===== src/design/qdr_pkg.sv =====
// shared constants and types for the quad converter register decode
// assumes one 125 MHz system clock and 24-bit write frames from a serial host
package qdr_pkg;
    localparam int FRAME_BITS = 24;
    localparam int CHANS = 4;
    localparam int CNT_W = 5;
    localparam logic [CNT_W-1:0] FRAME_LEN = 5'h18;

    // register select codes in frame bits 20..18
    localparam logic [2:0] SEL_DAC_DATA = 3'h0;
    localparam logic [2:0] SEL_GAIN = 3'h2;
    localparam logic [2:0] SEL_GAIN_ALL = 3'h3;
    localparam logic [2:0] SEL_OFFSET = 3'h4;
    localparam logic [2:0] SEL_OFFSET_ALL = 3'h5;
    localparam logic [2:0] SEL_CLEAR_VALUE = 3'h6;
    localparam logic [2:0] SEL_CONTROL = 3'h7;

    // control selector codes in data bits 15..13
    localparam logic [2:0] CSEL_SLEW = 3'h0;
    localparam logic [2:0] CSEL_MAIN = 3'h1;
    localparam logic [2:0] CSEL_DAC_CTRL = 3'h2;
    localparam logic [2:0] CSEL_BOOST = 3'h3;
    localparam logic [2:0] CSEL_SOFTWARE = 3'h4;

    // field positions inside the 16-bit data field
    localparam int CSEL_HI = 15;
    localparam int CSEL_LO = 13;
    localparam int MC_STATUS_READ = 11;
    localparam int MC_WD_ENABLE = 10;
    localparam int MC_WD_PERIOD_HI = 9;
    localparam int MC_WD_PERIOD_LO = 8;
    localparam int MC_OUTPUT_ALL = 5;
    localparam int MC_BOOST_ALL = 4;
    localparam int DC_CLEAR_ENABLE = 7;

    // reset values
    localparam logic [15:0] GAIN_RST = 16'hffff;
    localparam logic [15:0] OFFSET_RST = 16'h8000;
    localparam logic [15:0] CLEAR_VALUE_RST = 16'h0000;
    localparam logic [15:0] DAC_DATA_RST = 16'h0000;

    // watchdog timeouts in ms and their cycle counts at the system clock
    localparam int CLK_KHZ = 125000;
    localparam int WD_T0_MS = 5;
    localparam int WD_T1_MS = 10;
    localparam int WD_T2_MS = 100;
    localparam int WD_T3_MS = 200;
    localparam int WD_T0_CYC = WD_T0_MS * CLK_KHZ;
    localparam int WD_T1_CYC = WD_T1_MS * CLK_KHZ;
    localparam int WD_T2_CYC = WD_T2_MS * CLK_KHZ;
    localparam int WD_T3_CYC = WD_T3_MS * CLK_KHZ;
    localparam int WD_W = 25;

    typedef struct packed {
        logic rw;
        logic [1:0] device_addr;
        logic [2:0] register_select;
        logic [1:0] channel_sel;
        logic [15:0] data;
    } qdr_frame_t;

    typedef struct packed {
        logic [15:0] dac_data;
        logic [15:0] gain;
        logic [15:0] offset;
        logic [15:0] clear_value;
        logic clear_enable;
    } qdr_chan_t;

    typedef struct packed {
        logic status_readback_enable;
        logic watchdog_enable;
        logic [1:0] watchdog_period;
        logic global_output_enable;
        logic global_boost_power_up;
    } qdr_main_t;

    typedef enum logic {
        LK_IDLE = 1'b0,
        LK_SHIFT = 1'b1
    } qdr_link_state_t;
endpackage


===== src/design/qdr_pin_sync.sv =====
// three-stage pin synchroniser with an agreement filter
// assumes the pins are asynchronous to mclk; output moves once stages two and three agree
`timescale 1ns/1ps
module qdr_pin_sync #(
    parameter int W = 1,
    parameter logic [W-1:0] RST_VAL = '0
) (
    input wire logic mclk,
    input wire logic sys_rst,
    input wire logic [W-1:0] pin,
    output logic [W-1:0] level
);
    logic [W-1:0] meta;
    logic [W-1:0] stage2;
    logic [W-1:0] stage3;

    // first stage feeds only the second, to contain metastability
    always_ff @(posedge mclk or posedge sys_rst) begin
        if (sys_rst) begin
            meta <= RST_VAL;
            stage2 <= RST_VAL;
            stage3 <= RST_VAL;
        end else begin
            meta <= pin;
            stage2 <= meta;
            stage3 <= stage2;
        end
    end

    // per bit: accept a change only when two settled stages agree
    always_ff @(posedge mclk or posedge sys_rst) begin
        if (sys_rst) begin
            level <= RST_VAL;
        end else begin
            for (int i = 0; i < W; i++) begin
                if (stage2[i] == stage3[i]) begin
                    level[i] <= stage3[i];
                end
            end
        end
    end
endmodule


===== src/design/qdr_chan_slot.sv =====
// storage for one converter channel: data, gain, offset, clear value and clear enable
// assumes write strobes are single-cycle and already decoded for this channel
`timescale 1ns/1ps
module qdr_chan_slot
    import qdr_pkg::*;
(
    input wire logic mclk,
    input wire logic sys_rst,
    input wire logic [15:0] wr_value,
    input wire logic wr_dac_data,
    input wire logic wr_gain,
    input wire logic wr_offset,
    input wire logic wr_clear_value,
    input wire logic wr_clear_enable,
    input wire logic clear_evt,
    output qdr_chan_t slot
);
    // data word: clear event beats a same-cycle write so the clear is never lost
    always_ff @(posedge mclk or posedge sys_rst) begin
        if (sys_rst) begin
            slot.dac_data <= DAC_DATA_RST;
        end else if (clear_evt && slot.clear_enable) begin
            slot.dac_data <= slot.clear_value;
        end else if (wr_dac_data) begin
            slot.dac_data <= wr_value;
        end
    end

    // trim words, full straight-binary range, no clamping of gain
    always_ff @(posedge mclk or posedge sys_rst) begin
        if (sys_rst) begin
            slot.gain <= GAIN_RST;
            slot.offset <= OFFSET_RST;
        end else begin
            if (wr_gain) begin
                slot.gain <= wr_value;
            end
            if (wr_offset) begin
                slot.offset <= wr_value;
            end
        end
    end

    // clear value and its per-channel enable
    always_ff @(posedge mclk or posedge sys_rst) begin
        if (sys_rst) begin
            slot.clear_value <= CLEAR_VALUE_RST;
            slot.clear_enable <= 1'b0;
        end else begin
            if (wr_clear_value) begin
                slot.clear_value <= wr_value;
            end
            if (wr_clear_enable) begin
                slot.clear_enable <= wr_value[DC_CLEAR_ENABLE];
            end
        end
    end
endmodule


===== src/design/qdr_register_decode.sv =====
// register decode for a four-channel current-output converter, fed by a 24-bit serial frame
// assumes sclk, sync_n, sdin, clear_pin and the straps are asynchronous pins sampled on mclk
//
// Notes on behaviour
// - each channel keeps a 16-bit gain word; select 010 writes one channel.
// - select 011 writes the gain value into all four channels.
// - gain is straight binary 0..65535 and resets to all ones.
// - each channel keeps a 16-bit offset word; select 100 writes one channel.
// - select 101 writes the offset value into all four channels.
// - offset midscale means no adjustment; resets to midscale.
// - per-channel clear value, written by select 110, resets to zero.
// - clear pin loads clear value only into channels with clear enabled.
// - select 111 uses data bits 15..13 as control selector.
// - selector 000 slew, 001 main, 010 dac control, 011 boost, 100 software.
// - control frames share the top-byte layout of data frames.
// - main bit 11 enables status readback during writes; resets off.
// - main bits 9..8 pick timeout 5, 10, 100 or 200 ms.
// - main bit 5 enables all outputs; host must not mix with per-channel.
// - main bit 4 powers up all boost converters together.
// - frames act only when device address matches the strap pins.
// - select 000 writes the addressed channel's data word.
`timescale 1ns/1ps
module qdr_register_decode
    import qdr_pkg::*;
#(
    parameter int WD_CYC_0 = WD_T0_CYC,
    parameter int WD_CYC_1 = WD_T1_CYC,
    parameter int WD_CYC_2 = WD_T2_CYC,
    parameter int WD_CYC_3 = WD_T3_CYC
) (
    input wire logic mclk,
    input wire logic sys_rst,
    input wire logic sclk,
    input wire logic sync_n,
    input wire logic sdin,
    input wire logic clear_pin,
    input wire logic addr_strap_hi,
    input wire logic addr_strap_lo,
    output logic sdo,
    output qdr_chan_t [CHANS-1:0] chan_regs,
    output qdr_main_t main_ctrl,
    output logic watchdog_alarm,
    output logic frame_accepted
);
    logic sclk_lvl;
    logic sync_n_lvl;
    logic sdin_lvl;
    logic clear_lvl;
    logic [1:0] strap_lvl;
    logic sclk_prev;
    logic sync_prev;
    logic clear_prev;
    logic sclk_fall;
    logic sclk_rise;
    logic sync_fall;
    logic sync_rise;
    logic clear_evt;
    qdr_link_state_t link_state;
    logic [FRAME_BITS-1:0] shift_in;
    logic [CNT_W-1:0] bit_count;
    logic [FRAME_BITS-1:0] shift_out;
    qdr_frame_t frame;
    logic frame_ok;
    logic [2:0] csel;
    logic ctrl_frame;
    logic [CHANS-1:0] ch_hit;
    logic [CHANS-1:0] wr_data_v;
    logic [CHANS-1:0] wr_gain_v;
    logic [CHANS-1:0] wr_offset_v;
    logic [CHANS-1:0] wr_clear_v;
    logic [CHANS-1:0] wr_clren_v;
    logic [WD_W-1:0] wd_count;
    logic [WD_W-1:0] wd_limit;
    logic [FRAME_BITS-1:0] status_word;

    // pin synchronisers; strap pins are treated like any other pin
    qdr_pin_sync #(.W(1), .RST_VAL(1'b1)) u_sync_sclk (
        .mclk(mclk), .sys_rst(sys_rst), .pin(sclk), .level(sclk_lvl));
    qdr_pin_sync #(.W(1), .RST_VAL(1'b1)) u_sync_frame (
        .mclk(mclk), .sys_rst(sys_rst), .pin(sync_n), .level(sync_n_lvl));
    qdr_pin_sync #(.W(1), .RST_VAL(1'b0)) u_sync_sdin (
        .mclk(mclk), .sys_rst(sys_rst), .pin(sdin), .level(sdin_lvl));
    qdr_pin_sync #(.W(1), .RST_VAL(1'b0)) u_sync_clear (
        .mclk(mclk), .sys_rst(sys_rst), .pin(clear_pin), .level(clear_lvl));
    qdr_pin_sync #(.W(2), .RST_VAL(2'h0)) u_sync_strap (
        .mclk(mclk), .sys_rst(sys_rst), .pin({addr_strap_hi, addr_strap_lo}), .level(strap_lvl));

    // edge history of the filtered levels
    always_ff @(posedge mclk or posedge sys_rst) begin
        if (sys_rst) begin
            sclk_prev <= 1'b1; // sclk idles high, so no false edge after reset
            sync_prev <= 1'b1;
            clear_prev <= 1'b0;
        end else begin
            sclk_prev <= sclk_lvl;
            sync_prev <= sync_n_lvl;
            clear_prev <= clear_lvl;
        end
    end

    assign sclk_fall = sclk_prev && !sclk_lvl;
    assign sclk_rise = !sclk_prev && sclk_lvl;
    assign sync_fall = sync_prev && !sync_n_lvl;
    assign sync_rise = !sync_prev && sync_n_lvl;
    assign clear_evt = !clear_prev && clear_lvl;

    // frame shifter: data taken on falling sclk while the frame strobe is low
    always_ff @(posedge mclk or posedge sys_rst) begin
        if (sys_rst) begin
            link_state <= LK_IDLE;
            shift_in <= '0;
            bit_count <= '0;
        end else begin
            case (link_state)
                LK_IDLE: begin
                    if (sync_fall) begin
                        link_state <= LK_SHIFT;
                        bit_count <= '0;
                    end
                end
                LK_SHIFT: begin
                    if (sync_rise) begin
                        link_state <= LK_IDLE;
                    end else if (sclk_fall) begin
                        shift_in <= {shift_in[FRAME_BITS-2:0], sdin_lvl};
                        // saturate so an overlong frame is never mistaken for a good one
                        if (bit_count <= FRAME_LEN) begin
                            bit_count <= bit_count + 5'h01;
                        end
                    end
                end
                default: begin
                    link_state <= LK_IDLE;
                end
            endcase
        end
    end

    // a frame counts only with exactly 24 bits, a write flag and a matching address
    assign frame = qdr_frame_t'(shift_in);
    assign frame_ok = (link_state == LK_SHIFT) && sync_rise && (bit_count == FRAME_LEN)
        && !frame.rw && (frame.device_addr == strap_lvl);
    assign csel = frame.data[CSEL_HI:CSEL_LO];
    assign ctrl_frame = frame_ok && (frame.register_select == SEL_CONTROL);

    // per-channel write strobes from the register select and channel select
    always_comb begin
        ch_hit = '0;
        ch_hit[frame.channel_sel] = 1'b1;
        wr_data_v = '0;
        wr_gain_v = '0;
        wr_offset_v = '0;
        wr_clear_v = '0;
        wr_clren_v = '0;
        if (frame_ok) begin
            case (frame.register_select)
                SEL_DAC_DATA: wr_data_v = ch_hit;
                SEL_GAIN: wr_gain_v = ch_hit;
                SEL_GAIN_ALL: wr_gain_v = '1;
                SEL_OFFSET: wr_offset_v = ch_hit;
                SEL_OFFSET_ALL: wr_offset_v = '1;
                SEL_CLEAR_VALUE: wr_clear_v = ch_hit;
                SEL_CONTROL: begin
                    // only the clear-enable bit of the channel control is kept here
                    if (csel == CSEL_DAC_CTRL) begin
                        wr_clren_v = ch_hit;
                    end
                end
                default: begin
                    wr_data_v = '0;
                end
            endcase
        end
    end

    // channel storage, one slot per channel
    for (genvar c = 0; c < CHANS; c++) begin : g_chan
        qdr_chan_slot u_slot (
            .mclk(mclk),
            .sys_rst(sys_rst),
            .wr_value(frame.data),
            .wr_dac_data(wr_data_v[c]),
            .wr_gain(wr_gain_v[c]),
            .wr_offset(wr_offset_v[c]),
            .wr_clear_value(wr_clear_v[c]),
            .wr_clear_enable(wr_clren_v[c]),
            .clear_evt(clear_evt),
            .slot(chan_regs[c])
        );
    end

    // main control; slew, boost and software selectors are accepted but hold nothing here
    always_ff @(posedge mclk or posedge sys_rst) begin
        if (sys_rst) begin
            main_ctrl <= '0;
        end else if (ctrl_frame) begin
            case (csel)
                CSEL_MAIN: begin
                    main_ctrl.status_readback_enable <= frame.data[MC_STATUS_READ];
                    main_ctrl.watchdog_enable <= frame.data[MC_WD_ENABLE];
                    main_ctrl.watchdog_period <= {frame.data[MC_WD_PERIOD_HI],
                        frame.data[MC_WD_PERIOD_LO]};
                    main_ctrl.global_output_enable <= frame.data[MC_OUTPUT_ALL];
                    main_ctrl.global_boost_power_up <= frame.data[MC_BOOST_ALL];
                end
                CSEL_SLEW, CSEL_DAC_CTRL, CSEL_BOOST, CSEL_SOFTWARE: begin
                    main_ctrl <= main_ctrl;
                end
                default: begin
                    main_ctrl <= main_ctrl;
                end
            endcase
        end
    end

    // watchdog limit from the period select
    always_comb begin
        case (main_ctrl.watchdog_period)
            2'h0: wd_limit = WD_W'(WD_CYC_0);
            2'h1: wd_limit = WD_W'(WD_CYC_1);
            2'h2: wd_limit = WD_W'(WD_CYC_2);
            default: wd_limit = WD_W'(WD_CYC_3);
        endcase
    end

    // activity watchdog: any accepted frame restarts it; alarm holds until the next frame
    always_ff @(posedge mclk or posedge sys_rst) begin
        if (sys_rst) begin
            wd_count <= '0;
            watchdog_alarm <= 1'b0;
        end else if (!main_ctrl.watchdog_enable || frame_ok) begin
            wd_count <= '0;
            watchdog_alarm <= 1'b0;
        end else if (wd_count >= wd_limit - WD_W'(1)) begin
            watchdog_alarm <= 1'b1;
        end else begin
            wd_count <= wd_count + WD_W'(1);
        end
    end

    // status word returned during the next write frame
    assign status_word = {8'h00, watchdog_alarm, 3'h0, chan_regs[3].clear_enable,
        chan_regs[2].clear_enable, chan_regs[1].clear_enable, chan_regs[0].clear_enable,
        2'h0, main_ctrl.global_output_enable, main_ctrl.global_boost_power_up, 4'h0};

    // readback shifter: loaded at frame start, shifted on rising sclk, quiet when disabled
    always_ff @(posedge mclk or posedge sys_rst) begin
        if (sys_rst) begin
            shift_out <= '0;
            sdo <= 1'b0;
        end else if (link_state == LK_IDLE && sync_fall) begin
            shift_out <= main_ctrl.status_readback_enable ? status_word : '0;
            sdo <= 1'b0;
        end else if (link_state == LK_SHIFT && sclk_rise) begin
            sdo <= shift_out[FRAME_BITS-1];
            shift_out <= {shift_out[FRAME_BITS-2:0], 1'b0};
        end else if (link_state == LK_IDLE) begin
            sdo <= 1'b0;
        end
    end

    // one-cycle pulse per accepted frame
    always_ff @(posedge mclk or posedge sys_rst) begin
        if (sys_rst) begin
            frame_accepted <= 1'b0;
        end else begin
            frame_accepted <= frame_ok;
        end
    end
endmodule


===== config.mk =====
export PLATFORM = sky130hd
export DESIGN_NAME = qdr_register_decode
export DESIGN_NICKNAME = d
export VERILOG_FILES = /design/src/design/qdr_pkg.sv /design/src/design/qdr_pin_sync.sv /design/src/design/qdr_chan_slot.sv /design/src/design/qdr_register_decode.sv
export SDC_FILE = /design/constraint.sdc
export NUM_CORES = 1
export LEC_CHECK = 0
export BUFFER_PORTS_ARGS = -buffer_cell sky130_fd_sc_hd__clkbuf_2
export CORE_MARGIN = 3
export CORE_UTILIZATION = 50
export DETAILED_ROUTE_END_ITERATION = 7
export PLACE_DENSITY = 0.73
export SLEW_MARGIN = 40
export SYNTH_ARGS = -nofsm -noshare
export SYNTH_HDL_FRONTEND = slang
export SYNTH_SLANG_ARGS = --single-unit

===== constraint.sdc =====
create_clock -name mclk -period 14.3 [get_ports mclk]
set_input_delay 2.86 -clock mclk [delete_from_list [all_inputs] [get_ports mclk]]
set_output_delay 2.86 -clock mclk [all_outputs]
set_load 0.02 [all_outputs]

==> metrics.md <==
| Metric | Value |
|---|---|
| Synth Area per Inst | 13.13 µm² |
| Worst-Skew Late Latency | 0.52 ns |
| Layout Nets | 1476 |
| Final Cycle Share | 0.2949 |
| Final worst clock skew | 0.01805 ns |
| Post-synth top area cell | dfrtp_1 |
| Die X | 182.5 µm |
| Setup slack at placement | 9.167 ns |
| Area Growth Syn to Fin | 19.22% |
| Initial antenna violation count | 0 |
| Synth cell types | 55 |
| Gate power share | 0.038 |
| Global route total overflow | 0 |
| Main combinational cell family by area after synthesis | multiplexers |
| Crit end category | async pin |
| Initial Util | 0.5159 |
| Min-Delay Path Class | flip-flop to flip-flop |
| TritonCTS clock tree | yes |
| Crit start category | primary input |
| # IOs | 277 |
| Total Wirelength | 38340 µm |
| Critical Path Fanout Max | 146 |
| Root Driver | clkbuf_16 |
| Mapped Cells | 1186 |
| Psw | 0.0005309 W |
| Sw Share | 0.2383 |
| Reg power frac | 0.515 |
| Complex-gate fraction of the synthesized area | 0.04796 |
| Iter 0 DRT Violations | 494 |
| Pint | 0.001697 W |
| Setup repair bufs after CTS | 0 |
| Post-Syn Nets | 1228 |
| Final-layout fill cell count | 2386 |
| Htree depth | 2 |
| GPL Wtd Cong | 0.8158 |
| Share of cells above drive strength 1 | 0.4642 |
| Die Span Y | 182.5 µm |
| Commonest cells post-synth | dfrtp_1 (293), mux2_2 (224), nor2_1 (84) |
| Drt wl/cell | 20.67 µm |
| Clk pwr share | 0.447 |
| First-pass GRT wire length | 61070 µm |
| Post-synthesis adder-cell area fraction | 0.03117 |
| Xor/xnor share of the synthesized area | 0.01125 |
| Seq cells post-synth | 371 |
| P per Cell Area | 120.0 nW/µm² |
| Number of diodes | 0 |
| Mux cell area share after synthesis | 0.2089 |
| Synth top area cells | dfrtp_1 (47%), mux2_2 (16%), dfstp_2 (13%), mux2i_1 (4.7%), ha_1 (2.7%) |
| Vias | 10200 |
| Vias in the first global route | 10670 |
| DRT Pass-1 Iters | 4 |
| Hold slack | 0.3485 ns |
| Sequential fraction of the synthesis area | 0.6024 |
| Ys Warns | 0 |
| Slew @ Worst Pin | 0.8130 ns |
| Setup TNS | 0 ns |
| RSZ-0062 raised after global routing | false |
| Final count of hold timing violations | 0 |
| GR Util All Layers | 0.2308 |
| Max Clock Freq | 0.2371 GHz |
| Worst vdd ir | 0.07238 mV |
| Post-Layout Cell Count | 1855 |
| Maximum number of pins on one net before global-route repair | 147 |
| CTS clock-pin slew for the worst setup and hold paths | 0.06 ns |
| WP data required | 14.89 ns |
| CTS Buffer Depth | 3 |
| Top FF cell, synth | dfrtp_1 |
| Dpl cells | 1782 |
| Sink Count | 371 |
| DRT antenna net count | 0 |
| FFs w/ async S/R, synth | 1.000 |
| Synthesized cell area | 15570 µm² |
| Relative slew slack | 0.4580 |
| Resized cells post-CTS | 0 |
| Total CTS buffers | 40 |
| Max-Cap Viols | 0 |
| DRC Markers | 0 |
| Die area | 33300 µm² |
| Most frequent cell after synthesis | dfrtp_1 |
| Crit path kind | primary input to async pin |
| Hold_buf cts | 0 |
| HPWL Detailed | 25800 µm |
| Post-synth top area share | 0.4708 |
| Status | complete, no violations |
| Final setup violation count | 0 |
| EDFF count, synth | 0 |
| Worst setup margin | 10.08 ns |
| CP Data Arrival Time | 4.80 ns |
| Core area | 30190 µm² |
| Flop2flop setup slack | 10.40 ns |
| Final Max Slew Viols | 0 |
| Port bufs | 276 |
| Simple-gate share of the synthesized area | 0.07359 |
| Leak Pwr | 9.644 nW |
| Vias per cell | 5.500 |
| FP Rows | 63 |
| Final Critical Period | 4.217 ns |
cell type report:
cell class	instances	area, µm²	area share
Clock buffer	67	1202	0.06476
Clock inverter	6	72.57	0.003909
Inverter	15	68.82	0.003706
Multi-Input combinational cell	718	5867	0.3160
Sequential cell	371	9385	0.5055
Tap cell	390	488.0	0.02628
Timing Repair Buffer	288	1483	0.07986
per-layer routing:
| layer | share of wire | GRT usage |
|---|---|---|
| met2 | 0.50 | 0.3892 |
| met3 | 0.070 | 0.06319 |
| met4 | 0.026 | 0.06307 |
| met1 | 0.41 | 0.2950 |
| met5 | 0 | 0 |
cell usage in the layout, fill, tap and decap left out, drive strengths merged, types with 3 or more instances in the layout:
cell / count
or4: 5
xor2: 3
dfrtp: 293
nand4: 10
clkinv: 3
inv: 16
nor4: 10
clkbuf: 343
nor3: 13
nor2: 84
xnor2: 17
mux2i: 73
nand2b: 10
a21o: 3
nor2b: 4
buf: 12
ha: 34
nand3: 18
nor3b: 3
mux2: 224
a32oi: 5
a21oi: 61
maj3: 6
nand2: 65
a22o: 10
o21ai: 33
dfstp: 78
through the flow:
| stage | utilization | instance area, µm² | total power [W] |
|---|---|---|---|
| 2_1_floorplan | - | 15570 | 0.001205 |
| 3_3_place_gp | 0.5700 | 17210 | 0.001250 |
| 3_5_place_dp | 0.5722 | 17270 | 0.001253 |
| 4_1_cts | 0.6144 | 18550 | 0.002250 |
| 5_1_grt | 0.6150 | 18570 | 0.002315 |
| 6_report | 0.6150 | 18570 | 0.002228 |
sequential cells by signal, indices dropped and copies added, names as in the netlist, 2 cells and up:
name                 count
u_sync_strap.stage3      2
g_chan.u_slot.slot     260
u_sync_strap.meta        2
bit_count                5
frame                   24
u_sync_strap.stage2      2
u_sync_strap.level       2
wd_count                25
shift_out               20
main_ctrl                6
cells by family after synthesis:
| family | after synthesis |
|---|---|
| flops | 371 |
| compound gates | 125 |
| buf+inv | 97 |
| mux | 297 |
| xor+xnor | 20 |
| fa+ha+maj | 40 |
| simple gates | 236 |
worst max-delay path: stages:
cell	delay, ns
clkbuf_2	0.14
inv_12	0.47
buf_6	0.58
buf_6	0.64
power groups by stage:
stage          Combinational (W)  Clock (W)  Sequential, W
6_report               0.0000842   0.000996        0.00115
5_1_grt                0.0000988    0.00106        0.00115
4_1_cts                0.0000864    0.00101        0.00115
3_5_place_dp           0.0000856          0        0.00117
3_3_place_gp           0.0000830          0        0.00117
2_1_floorplan           0.000107          0        0.00110
path summary, 6_finish.rpt:
| check | startpoint | to | depth (start not counted) |
|---|---|---|---|
| setup / recovery | sys_rst | g_chan[0].u_slot.slot[22] | 4 |
| hold / removal | u_sync_sdin.meta | u_sync_sdin.stage2 | 0 |
| setup reg to reg | main_ctrl[2] | wd_count[20] | 11 |
| hold reg to reg | u_sync_sdin.meta | u_sync_sdin.stage2 | 0 |
| max in group mclk | main_ctrl[5] | main_ctrl[5] | 1 |
| min in group asynchronous | sys_rst | wd_count[5] | 2 |
Power figures use the tool's default switching activity.
